<file path="src/sio_port_map.svh">
// register offsets, field positions, reset values and pin positions
`ifndef SIO_PORT_MAP_SVH
`define SIO_PORT_MAP_SVH

// register offsets on the plain register port (4-bit address)
`define SIO_OFF_DATA     4'h0
`define SIO_OFF_DIR      4'h1
`define SIO_OFF_SEGSEL   4'h2
`define SIO_OFF_CTRL     4'h3
`define SIO_OFF_LEVEL    4'h4

// reset values
`define SIO_DATA_RST     8'h00
`define SIO_DIR_RST      8'h00
`define SIO_SEGSEL_RST   8'h00
`define SIO_CTRL_RST     8'h00
`define SIO_RDATA_RST    8'h00
`define SIO_UNMAPPED_RD  8'h00

// control register fields
`define SIO_CTRL_LCD_PORT_INPUT_CONTROL   0
`define SIO_CTRL_SPL     1
`define SIO_CTRL_MASK    8'h03

// pin positions of the timer channel 1 functions
`define SIO_TMR_A_PIN    6
`define SIO_TMR_B_PIN    5
`define SIO_EXTCLK_PIN   7

// first lcd segment carried by pin 0
`define SIO_SEG_BASE     14

`endif

</file>
<file path="src/sio_pkg.sv">
// types shared by the shared io port and its pin multiplexer
package sio_pkg;

  typedef logic [7:0] sio_byte_t;   // one byte of register or pins
  typedef logic [3:0] sio_addr_t;   // register port address

  // who owns a pin; gray along port -> timer -> lcd -> forced hi-z
  typedef enum logic [1:0] {
    SIO_OWN_PORT  = 2'b00,
    SIO_OWN_TIMER = 2'b01,
    SIO_OWN_LCD   = 2'b11,
    SIO_OWN_HIZ   = 2'b10
  } sio_owner_e;

endpackage

</file>
<file path="src/sio_pin_mux.sv">
// one pin of the shared port: driver selection and input gating
`timescale 1ns/1ps
`default_nettype none

module sio_pin_mux
  import sio_pkg::*;
(
  input  wire logic        latch_in,      // data latch bit
  input  wire logic        dir_in,        // 1 = output
  input  wire logic        seg_sel_in,    // lcd segment selected
  input  wire logic        lcd_port_input_control_in,      // lcd port input control
  input  wire logic        hiz_in,        // standby forced hi-z
  input  wire logic        periph_oe_in,  // timer output enable
  input  wire logic        periph_val_in, // timer output value
  input  wire logic        lcd_val_in,    // lcd segment level
  input  wire logic        pin_in,        // pad input level
  output logic             pin_out,       // pad output value
  output logic             pin_oe_out,    // pad driven when high
  output logic             level_out,     // gated internal level
  output sio_pkg::sio_owner_e owner_out   // current pin owner
);

  //////////////////////////////////////////////////////////////////////
  // ownership: hi-z force beats lcd, lcd beats timer, timer beats port
  wire logic lcd_own;   // segment drives the pin
  wire logic port_drv;  // port latch drives the pin

  assign lcd_own  = seg_sel_in & lcd_port_input_control_in;
  // port driver stays off until the lcd mux hands the pin over
  assign port_drv = dir_in & lcd_port_input_control_in & ~seg_sel_in;

  assign owner_out = hiz_in       ? SIO_OWN_HIZ   :
                     lcd_own      ? SIO_OWN_LCD   :
                     periph_oe_in ? SIO_OWN_TIMER :
                                    SIO_OWN_PORT;

  //////////////////////////////////////////////////////////////////////
  // pad driver
  assign pin_oe_out = (owner_out == SIO_OWN_LCD)   |
                      (owner_out == SIO_OWN_TIMER) |
                      ((owner_out == SIO_OWN_PORT) & port_drv);
  assign pin_out    = (owner_out == SIO_OWN_LCD)   ? lcd_val_in    :
                      (owner_out == SIO_OWN_TIMER) ? periph_val_in :
                      (owner_out == SIO_OWN_PORT)  ? latch_in      :
                                                     1'b0;

  // input cut off and held low while forced hi-z, avoids a floating leak
  assign level_out = pin_in & ~hiz_in;

endmodule

`default_nettype wire

</file>
<file path="src/sio_port_e.sv">
// eight-pin shared general-purpose io port with register access
`timescale 1ns/1ps
`default_nettype none
`include "sio_port_map.svh"

//////////////////////////////////////////////////////////////////////////
// Overview of operation
// - eight pins, pin n is register bit n
// - direction one drives latch onto pin
// - direction zero turns pin driver off
// - data write always updates latch
// - output pin reads back latch bit
// - input pin reads level, rmw reads latch
// - peripheral output enable overrides port latch
// - peripheral pin reads level, rmw latch
// - peripheral input: direction zero, level read
// - port use: segment off, input control on
// - pins carry segments 14-21 and timer
// - reset clears direction, pins hi-z
// - standby with select forces hi-z, input low
// - standby without select keeps pins unchanged
module sio_port_e
  import sio_pkg::*;
(
  input  wire logic            clk_in,          // cpu clock
  input  wire logic            rst_in,          // cpu reset, async high
  input  wire sio_pkg::sio_addr_t reg_addr_in,  // register address
  input  wire sio_pkg::sio_byte_t reg_wdata_in, // write data
  input  wire logic            reg_wr_in,       // write strobe
  input  wire logic            reg_rd_in,       // read strobe
  input  wire logic            reg_rmw_in,      // read is read-modify-write
  output sio_pkg::sio_byte_t   reg_rdata_out,   // read data, next cycle
  input  wire sio_pkg::sio_byte_t pin_in,       // pad levels
  output sio_pkg::sio_byte_t   pin_out,         // pad output values
  output sio_pkg::sio_byte_t   pin_oe_out,      // pad drive enables
  input  wire sio_pkg::sio_byte_t lcd_seg_in,   // segments 14..21
  input  wire logic            tmr_out_a_in,    // timer1 output a
  input  wire logic            tmr_oe_a_in,     // its output enable
  input  wire logic            tmr_out_b_in,    // timer1 output b
  input  wire logic            tmr_oe_b_in,     // its output enable
  output logic                 tmr_ext_clk_out, // timer1 external clock
  input  wire logic            standby_stop_in  // stop or watch mode
);

  import sio_pkg::*;

  //////////////////////////////////////////////////////////////////////
  // address match, used by both the write and the read decode
  function automatic logic addr_hit(input sio_addr_t a,
                                    input sio_addr_t off);
    addr_hit = (a == off);
  endfunction

  //////////////////////////////////////////////////////////////////////
  // registers
  sio_byte_t port_e_data_latch; // output latch, one bit per pin
  sio_byte_t port_e_direction;  // 1 = output
  sio_byte_t lcd_segment_sel;   // segment select, reset clears all eight select bits
  logic      lcd_port_input_control; // lcd pin mux handed over
  logic      standby_pin_hiz_select; // force hi-z in stop or watch

  // control reset value as a byte, so its bits can be picked apart
  localparam sio_byte_t ctrl_rst_val = `SIO_CTRL_RST;

  // per-pin views
  sio_byte_t  level;        // gated internal pin level
  sio_byte_t  periph_oe;    // timer output enables by pin
  sio_byte_t  periph_val;   // timer output values by pin
  sio_owner_e owner [8];    // pin owner from each mux
  sio_byte_t  latch_rd;     // bits whose ordinary read is the latch
  sio_byte_t  data_rd;      // read value of the data register, the latch on rmw
  sio_byte_t  next_rdata;   // read data for the next cycle
  wire logic  hiz_force;    // standby forcing all pins hi-z

  //////////////////////////////////////////////////////////////////////
  // address decode
  wire logic wr_data  = reg_wr_in & addr_hit(reg_addr_in, `SIO_OFF_DATA);
  wire logic wr_dir   = reg_wr_in & addr_hit(reg_addr_in, `SIO_OFF_DIR);
  wire logic wr_seg   = reg_wr_in & addr_hit(reg_addr_in, `SIO_OFF_SEGSEL);
  wire logic wr_ctrl  = reg_wr_in & addr_hit(reg_addr_in, `SIO_OFF_CTRL);

  // stop and watch only; sleep leaves the port running
  assign hiz_force = standby_stop_in & standby_pin_hiz_select;

  //////////////////////////////////////////////////////////////////////
  // data latch: written whatever the direction
  always_ff @(posedge clk_in or posedge rst_in) begin
    if (rst_in) begin
      port_e_data_latch <= `SIO_DATA_RST;
    end else if (wr_data) begin
      port_e_data_latch <= reg_wdata_in;
    end
  end

  // direction: cleared by reset, pins then come up as inputs
  always_ff @(posedge clk_in or posedge rst_in) begin
    if (rst_in) begin
      port_e_direction <= `SIO_DIR_RST;
    end else if (wr_dir) begin
      port_e_direction <= reg_wdata_in;
    end
  end

  // lcd segment select; a set bit hands the pin to the segment
  always_ff @(posedge clk_in or posedge rst_in) begin
    if (rst_in) begin
      lcd_segment_sel <= `SIO_SEGSEL_RST;
    end else if (wr_seg) begin
      lcd_segment_sel <= reg_wdata_in;
    end
  end

  // control bits; port stays non-functional until input control is set
  always_ff @(posedge clk_in or posedge rst_in) begin
    if (rst_in) begin
      lcd_port_input_control <= ctrl_rst_val[`SIO_CTRL_LCD_PORT_INPUT_CONTROL];
      standby_pin_hiz_select <= ctrl_rst_val[`SIO_CTRL_SPL];
    end else if (wr_ctrl) begin
      lcd_port_input_control <= reg_wdata_in[`SIO_CTRL_LCD_PORT_INPUT_CONTROL];
      standby_pin_hiz_select <= reg_wdata_in[`SIO_CTRL_SPL];
    end
  end

  //////////////////////////////////////////////////////////////////////
  // timer channel 1 outputs placed on their pins
  always_comb begin
    periph_oe  = 8'h00;
    periph_val = 8'h00;
    periph_oe[`SIO_TMR_A_PIN]  = tmr_oe_a_in;
    periph_val[`SIO_TMR_A_PIN] = tmr_out_a_in;
    periph_oe[`SIO_TMR_B_PIN]  = tmr_oe_b_in;
    periph_val[`SIO_TMR_B_PIN] = tmr_out_b_in;
  end

  //////////////////////////////////////////////////////////////////////
  // one multiplexer per pin, pin n on bit n
  for (genvar n = 0; n < 8; n++) begin : g_pin
    sio_pin_mux u_mux (
      .latch_in      (port_e_data_latch[n]),
      .dir_in        (port_e_direction[n]),
      .seg_sel_in    (lcd_segment_sel[n]),
      .lcd_port_input_control_in      (lcd_port_input_control),
      .hiz_in        (hiz_force),
      .periph_oe_in  (periph_oe[n]),
      .periph_val_in (periph_val[n]),
      .lcd_val_in    (lcd_seg_in[n]),
      .pin_in        (pin_in[n]),
      .pin_out       (pin_out[n]),
      .pin_oe_out    (pin_oe_out[n]),
      .level_out     (level[n]),
      .owner_out     (owner[n])
    );
    // latch read only where the port itself drives the pin
    assign latch_rd[n] = (owner[n] == SIO_OWN_PORT) &
                         port_e_direction[n] & ~lcd_segment_sel[n] &
                         lcd_port_input_control;
  end

  // timer external clock sees the level, whatever the direction
  assign tmr_ext_clk_out = level[`SIO_EXTCLK_PIN];

  //////////////////////////////////////////////////////////////////////
  // read paths: rmw takes the latch so a bit-set keeps other outputs
  assign data_rd = reg_rmw_in ? port_e_data_latch :
                   (port_e_data_latch & latch_rd) |
                   (level & ~latch_rd);

  always_comb begin
    if (addr_hit(reg_addr_in, `SIO_OFF_DATA)) begin
      next_rdata = data_rd;
    end else if (addr_hit(reg_addr_in, `SIO_OFF_DIR)) begin
      next_rdata = port_e_direction;
    end else if (addr_hit(reg_addr_in, `SIO_OFF_SEGSEL)) begin
      next_rdata = lcd_segment_sel;
    end else if (addr_hit(reg_addr_in, `SIO_OFF_CTRL)) begin
      next_rdata = 8'h00;
      next_rdata[`SIO_CTRL_LCD_PORT_INPUT_CONTROL] = lcd_port_input_control;
      next_rdata[`SIO_CTRL_SPL]   = standby_pin_hiz_select;
    end else if (addr_hit(reg_addr_in, `SIO_OFF_LEVEL)) begin
      next_rdata = level;
    end else begin
      next_rdata = `SIO_UNMAPPED_RD;
    end
  end

  // read data stands in the cycle after the strobe only
  always_ff @(posedge clk_in or posedge rst_in) begin
    if (rst_in) begin
      reg_rdata_out <= `SIO_RDATA_RST;
    end else if (reg_rd_in) begin
      reg_rdata_out <= next_rdata;
    end else begin
      reg_rdata_out <= `SIO_RDATA_RST;
    end
  end

  //////////////////////////////////////////////////////////////////////
  // assertion helpers
  sio_byte_t port_mask;  // pins driven by the port latch
  sio_byte_t off_mask;   // pins nobody may drive
  sio_byte_t tmr_mask;   // pins driven by the timer
  sio_byte_t lcd_mask;   // pins driven by lcd segments
  assign port_mask = port_e_direction & ~lcd_segment_sel & ~periph_oe &
                     {8{lcd_port_input_control & ~hiz_force}};
  assign off_mask  = ~port_e_direction & ~periph_oe &
                     ~(lcd_segment_sel & {8{lcd_port_input_control}});
  assign tmr_mask  = periph_oe & ~(lcd_segment_sel &
                     {8{lcd_port_input_control}}) & {8{~hiz_force}};
  assign lcd_mask  = lcd_segment_sel &
                     {8{lcd_port_input_control & ~hiz_force}};
endmodule

`default_nettype wire

</file>
<file path="config.mk">
export PLATFORM = sky130hd
export DESIGN_NAME = sio_port_e
export DESIGN_NICKNAME = d
export VERILOG_FILES = /design/src/sio_pkg.sv /design/src/sio_pin_mux.sv /design/src/sio_port_e.sv
export VERILOG_INCLUDE_DIRS = /design/src /design/src/src
export SDC_FILE = /design/constraint.sdc
export NUM_CORES = 1
export LEC_CHECK = 0
export ABC_AREA = 1
export ABC_CLOCK_PERIOD_IN_PS = 1100
export BUFFER_PORTS_ARGS = -buffer_cell sky130_fd_sc_hd__buf_2
export CORE_MARGIN = 3
export CORE_UTILIZATION = 45
export DETAILED_ROUTE_END_ITERATION = 8
export PLACE_DENSITY_LB_ADDON = 0.15
export SLEW_MARGIN = 20
export SYNTH_ARGS = -nofsm -noshare
export SYNTH_HDL_FRONTEND = slang
export SYNTH_SLANG_ARGS = --single-unit
export TNS_END_PERCENT = 20
</file>
<file path="constraint.sdc">
create_clock -name clk_in -period 1.1 [get_ports clk_in]
set_input_delay 0.055 -clock clk_in [delete_from_list [all_inputs] [get_ports clk_in]]
set_output_delay 0.055 -clock clk_in [all_outputs]
set_load 0.05 [all_outputs]
</file>
### After elaboration in Yosys (flattened, before gate mapping)

Cells that the tools add are included.

* word-level logic and storage cells: 182
* input bits: 38
* bits in registers: 34
* output and inout port bits: 25

* bitwise gates (word level): 98
* reduce and logical (&&, ||, !) cells: 9
* eq/ne operators: 20
* muxes and demuxes: 49

Operators by type and width (count)
* 1-bit bitwise AND: 69
* 8-bit 2-to-1 mux: 7
* 2-bit 2-to-1 mux: 16
* 1-bit 2-to-1 mux: 26
* 8-bit bitwise AND: 2
* 2-bit by 1-bit equality test with 1-bit output, second input constant: 8
* 2-bit equality test, second input constant: 8
* 2-bit zero test: 8
* 1-bit OR: 16
* 1-bit inverter: 9
* 4-bit by 2-bit equality test with 1-bit output, second input constant: 2
* 8-bit inverter: 1
* 8-bit OR: 1
* 4-bit by 1-bit equality test with 1-bit output, second input constant: 1
* 4-bit by 3-bit equality test with 1-bit output, second input constant: 1
* 4-bit zero test: 1

### Longest topological paths before layout

* word-level depth: 13
* depth in mapped cells: 10
* gate-level depth less buffers: 9

### By module

From an unflattened synthesis, not the netlist that was laid out.

* cell total of the unflattened synthesis: 372
* area total of the unflattened synthesis: 2547.4 sq um

By module, submodules not included
* sio_port_e: cells each 244, area an instance 1926.8 sq um, times used 1, seq. area each 850.8 sq um
* sio_pin_mux: cells each 16, area an instance 77.6 sq um, times used 8, seq. area each 0.0 sq um

### Worst setup path before layout

No wires, ideal clock.

* path type: register -> register
* start: register standby_pin_hiz_select
* end: register reg_rdata_out[7]
* setup time: 0.071 ns
* period minus slack after synthesis: 1.697 ns
* cell stages (with the launch flop): 8
* setup slack: -0.597 ns
* path buffers: 0
* arrival: 1.626 ns
* data required time: 1.029 ns
* cells stage by stage: dfrtp_1 nand2_1 inv_2 nor2_1 nand2_1 o211ai_1 nand2_1 nor2_1

* elaborated cells on any way between the ends: 19
* classes of those cells: mux (8); bitwise (10); reduce/logical (1)

RTL lines
* from (decl): RTL line sio_port_e.sv:60 `logic standby_pin_hiz_select;`
* from (signal assigned): RTL line sio_port_e.sv:117 `` standby_pin_hiz_select <= ctrl_rst_val[`SIO_CTRL_SPL]; ``
* from (signal assigned): RTL line sio_port_e.sv:120 `` standby_pin_hiz_select <= reg_wdata_in[`SIO_CTRL_SPL]; ``
* 1-bit bitwise AND (*): RTL line sio_port_e.sv:83 `assign hiz_force = standby_stop_in & standby_pin_hiz_select;`
* 1-bit inverter (*): RTL line sio_pin_mux.sv:48 `assign level_out = pin_in & ~hiz_in;`
* 1-bit bitwise AND (*): RTL line sio_pin_mux.sv:48
* named net tmr_ext_clk_out: RTL line sio_port_e.sv:41 `output logic tmr_ext_clk_out,`
* 8-bit 2-to-1 mux: RTL line sio_port_e.sv:179 `` end else if (addr_hit(reg_addr_in, `SIO_OFF_LEVEL)) begin ``
* 8-bit 2-to-1 mux: RTL line sio_port_e.sv:175 `` end else if (addr_hit(reg_addr_in, `SIO_OFF_CTRL)) begin ``
* 8-bit 2-to-1 mux: RTL line sio_port_e.sv:173 `` end else if (addr_hit(reg_addr_in, `SIO_OFF_SEGSEL)) begin ``
* 8-bit 2-to-1 mux: RTL line sio_port_e.sv:171 `` end else if (addr_hit(reg_addr_in, `SIO_OFF_DIR)) begin ``
* 8-bit 2-to-1 mux (*): RTL line sio_port_e.sv:169 `` if (addr_hit(reg_addr_in, `SIO_OFF_DATA)) begin ``
* 8-bit 2-to-1 mux (*): RTL line sio_port_e.sv:190 `end else if (reg_rd_in) begin`
* to (signal assigned): RTL line sio_port_e.sv:189 `` reg_rdata_out <= `SIO_RDATA_RST; ``
* to (signal assigned): RTL line sio_port_e.sv:191 `reg_rdata_out <= next_rdata;`
* to (signal assigned): RTL line sio_port_e.sv:193 `` reg_rdata_out <= `SIO_RDATA_RST; ``
* to (decl): RTL line sio_port_e.sv:32 `output sio_pkg::sio_byte_t reg_rdata_out,`

The timed path passes the listed nets; every way through them passes the cells marked *.
A chain may end at the register's enable or synchronous reset.

### Final worst setup path

* start: register lcd_port_input_control
* end: output pin_oe_out[3]

* cells in the longest elaborated chain, start to end: 6
* elaborated cells on any way between the ends: 11
* classes of those cells: eq/ne (2); mux (2); bitwise (6); reduce/logical (1)

Ends and longest elaborated chain
* from (decl): RTL line sio_port_e.sv:59 `logic lcd_port_input_control;`
* from (signal assigned): RTL line sio_port_e.sv:116 `` lcd_port_input_control <= ctrl_rst_val[`SIO_CTRL_LCD_PORT_INPUT_CONTROL]; ``
* from (signal assigned): RTL line sio_port_e.sv:119 `` lcd_port_input_control <= reg_wdata_in[`SIO_CTRL_LCD_PORT_INPUT_CONTROL]; ``
* 1-bit bitwise AND: RTL line sio_pin_mux.sv:28 `assign lcd_own = seg_sel_in & lcd_port_input_control_in;`
* 2-bit 2-to-1 mux: RTL line sio_pin_mux.sv:33 `lcd_own ? SIO_OWN_LCD :`
* 2-bit 2-to-1 mux: RTL line sio_pin_mux.sv:32 `assign owner_out = hiz_in ? SIO_OWN_HIZ :`
* 2-bit equality test, or another cell as far along: RTL line sio_pin_mux.sv:39 `assign pin_oe_out = (owner_out == SIO_OWN_LCD) |`
* 1-bit OR or 1-bit bitwise AND (tied branches): RTL line sio_pin_mux.sv:39, sio_pin_mux.sv:41
* 1-bit OR (*): RTL line sio_pin_mux.sv:40 `(owner_out == SIO_OWN_TIMER) |`
* to (decl): RTL line sio_port_e.sv:35 `output sio_pkg::sio_byte_t pin_oe_out,`

Mark *: on every way between the ends. The rest lies on a longest branch, timed or not.

==> results by group <==
Outcome
  • Outcome: complete, but fails checks
  • Failing checks: negative setup slack

Floorplan
  • Core region area: 4786 sq um
  • Chip height: 76.71 microns
  • Die area: 5884 sq um
  • Site row count: 25
  • Die W: 76.71 microns
  • Ports: 63
  • Initial Util: 0.4701

Clock tree
  • Reg clk slew, reported paths: 0.07 ns
  • Clock Latency Late Sink: 0.28 ns
  • CTS tree: built
  • CTS max path bufs: 2
  • Root buffer selected by CTS: clkbuf_8
  • Clock sink count: 34
  • H-tree Lvls: 2
  • CTS Buf Count: 5

Route
  • Residual DRC: 0
  • DR vias: 2,370
  • Routed WL: 6586 microns
  • DR iter-0 viols: 120
  • DR pass1 iterations: 5
  • Routed Antenna Nets: 0
  • Wirelength per Cell: 14.67 microns
  • Via density: 5.278

Setup path
  • WP data arrival: 1.44 ns
  • Max stage delay on crit path: 0.51 ns
  • Worst path slowest cell: dfrtp_2
  • Worst path cell trace: buf_6 > nand3_1 > a21oi_1 > buf_4
  • Maximum fanout along the worst path: 8
  • Critical path data required time: 1.04 ns
  • CP startpoint kind: register
  • CP endpoint kind: primary output
  • Crit path max-delay family: flip-flops
  • Worst path bufs/invs: 2
  • Critical setup path kind: register to primary output

Pwr
  • Sw Ratio: 0.4163
  • Leak pwr: 1.627 nW
  • Switch Pwr: 2.004 mW
  • Peak supply drop: 773.2 uV
  • Total power: 4.813 mW
  • Power Density: 1530 nW/um^2
  • Internal power: 2.809 mW
  • Clock power frac: 0.205
  • Comb pwr share: 0.443
  • Sequential share of power: 0.352

Logic synthesis
  • Ys Warns: 0
  • Mapped Cells: 305
  • Synth Cell Area: 2250 sq um
  • Number of flops mapped to enable cells by yosys: 0
  • Synth async-reset ratio: 1.000
  • Post-Syn Nets: 343
  • Count of cell types in the netlist: 28
  • Register area share after synthesis: 0.3782
  • Post-synth top flop: dfrtp_1
  • FF+latch count, synth: 34
  • Avg Cell Area, Syn: 7.376 sq um

Place
  • I/O Buffers: 62
  • # placed instances: 436
  • Placed Instance Area: 2714 sq um
  • DP Worst Slack: -0.1960 ns
  • Routability cong.: 0.9375
  • HPWL Detailed: 4632 microns

Final layout
  • Area delta synth->final: 39.88%
  • Non-filler cells, final: 449
  • Commonest cells after routing, fill and taps aside: nand2_1 (67), buf_2 (45), dfrtp_1 (33)
  • Number of diodes: 0
  • Nets: 419
  • Final design utilization: 0.6575
  • Ratio of cells with drive above 1 in the final layout: 0.4215
  • Post-route cell area: 3147 sq um
  • Most common cell after layout, fill and taps aside: nand2_1

Timing
  • Hold WS: 0.04914 ns
  • Post-route setup slack: -0.3999 ns
  • Slew HR: 0.6904
  • Max frequency: 666.7 MHz
  • Final slew viol count: 0
  • Worst Tran Pin Value: 0.4644 ns
  • Worst Clk Skew: 0.006215 ns
  • Setup TNS: -7.342 ns
  • Final setup viols: 25
  • Unrepaired setup endpoints after global routing: true
  • Tcrit/Tclk final: 1.364
  • Final hold vios: 0
  • Min Tclk post-route: 1.500 ns

Min path
  • Hold Crit Class: input port to register

GRT
  • Total gr overflow: 0
  • Largest net degree at the start of global routing: 35
  • Vias in the first global route: 2,275
  • Total Routing Usage GR: 0.2307
  • First-pass GRT wire length: 11,010 microns
  • Initial antenna violation count: 0

Job
  • Max_cap viols: 0
## state kept, by name, indices dropped and copies added, names as in the netlist
register	cells
lcd_port_input_control	1
lcd_segment_sel	8
reg_rdata_out	8
port_e_direction	8
port_e_data_latch	8
standby_pin_hiz_select	1
## final timing paths
check	slack [ns]	to	cells after the start	from
min reg2reg	0.49	port_e_data_latch[7]$_DFFE_PP0P_	2	port_e_data_latch[7]$_DFFE_PP0P_
max reg2reg	-0.36	reg_rdata_out[5]$_DFF_PP0_	9	lcd_port_input_control$_DFFE_PP0P_
min	0.05	port_e_data_latch[3]$_DFFE_PP0P_	3	reg_wdata_in[3]
max	-0.40	pin_oe_out[3]	4	lcd_port_input_control$_DFFE_PP0P_
max in group asynchronous	0.33	lcd_port_input_control$_DFFE_PP0P_	4	rst_in
min in group asynchronous	0.41	reg_rdata_out[4]$_DFF_PP0_	4	rst_in
## cell families (layout without fill, tap and decap cells)
kind of cell | Yosys count | in the layout | synth area share
buffers and inverters | 61 | 138 | 0.1435
AOI/OAI and AO/OA | 62 | 62 | 0.1708
DFF | 34 | 34 | 0.3782
and+or+nand+nor | 148 | 148 | 0.3076
## power by group through the flow
stage               clock network, mW  logic (mW)  registers [mW]
floorplan                           0        1.35            1.66
global placement                    0        1.70            1.67
detailed placement                  0        1.72            1.67
CTS                              1.00        1.94            1.66
global route                     1.07        2.28            1.72
finish                          0.985        2.13            1.70
## cells in the mapped netlist (3+ instances only)
cell type | count | area (sq um)
o211ai_1 | 12 | 90.09
buf_6 | 3 | 33.78
o21ai_1 | 9 | 45.04
buf_2 | 7 | 35.03
o21ai_0 | 16 | 80.08
nand3_1 | 30 | 150.1
o21ai_2 | 8 | 70.07
dfrtp_1 | 34 | 850.8
nand4_1 | 10 | 62.56
a21oi_1 | 13 | 65.06
buf_4 | 16 | 120.1
nor2_1 | 20 | 75.07
inv_2 | 4 | 15.01
nand2_4 | 3 | 33.78
nand2_1 | 76 | 285.3
inv_1 | 29 | 108.9
## worst reg2reg max path: stages (launching register included)
cell and delay (ns):
dfrtp_2 0.51, buf_6 0.16, nand2_1 0.06, nor2_1 0.13, nand2_2 0.09, buf_4 0.14
nand3_2 0.06, nand2_2 0.06, nor2_2 0.10, nor2_1 0.05
## layout make-up
cell class / instances / area [sq um]
repair buffers: 96 / 740.7
clock buffers: 6 / 82.58
clock inverters: 2 / 12.51
multi-input cells: 210 / 1240
well taps: 67 / 83.83
fillers: 424 / 1639
flip-flops and latches: 34 / 852.1
inverters: 34 / 135.1
## metal layers
| layer | share of wire | GRT usage | vias up |
|---|---|---|---|
| met4 | 0.0052 | 0.04710 | 0 |
| met2 | 0.46 | 0.3589 | 127 |
| met5 | 0 | 0 | - |
| met3 | 0.090 | 0.05634 | 4 |
| met1 | 0.44 | 0.3266 | 1092 |
| li1 | - | - | 1147 |
## what timing repair did
action | CTS | global route
setup buffers | 2 | 2
hold buffers | 1 | 0
endpoints found under the hold margin | 34 | 0
resized for setup | 46 | 44
endpoints found under the setup margin | 25 | 25
pin swaps | 6 | 12
Note: power is estimated with default switching activity, not from simulation.
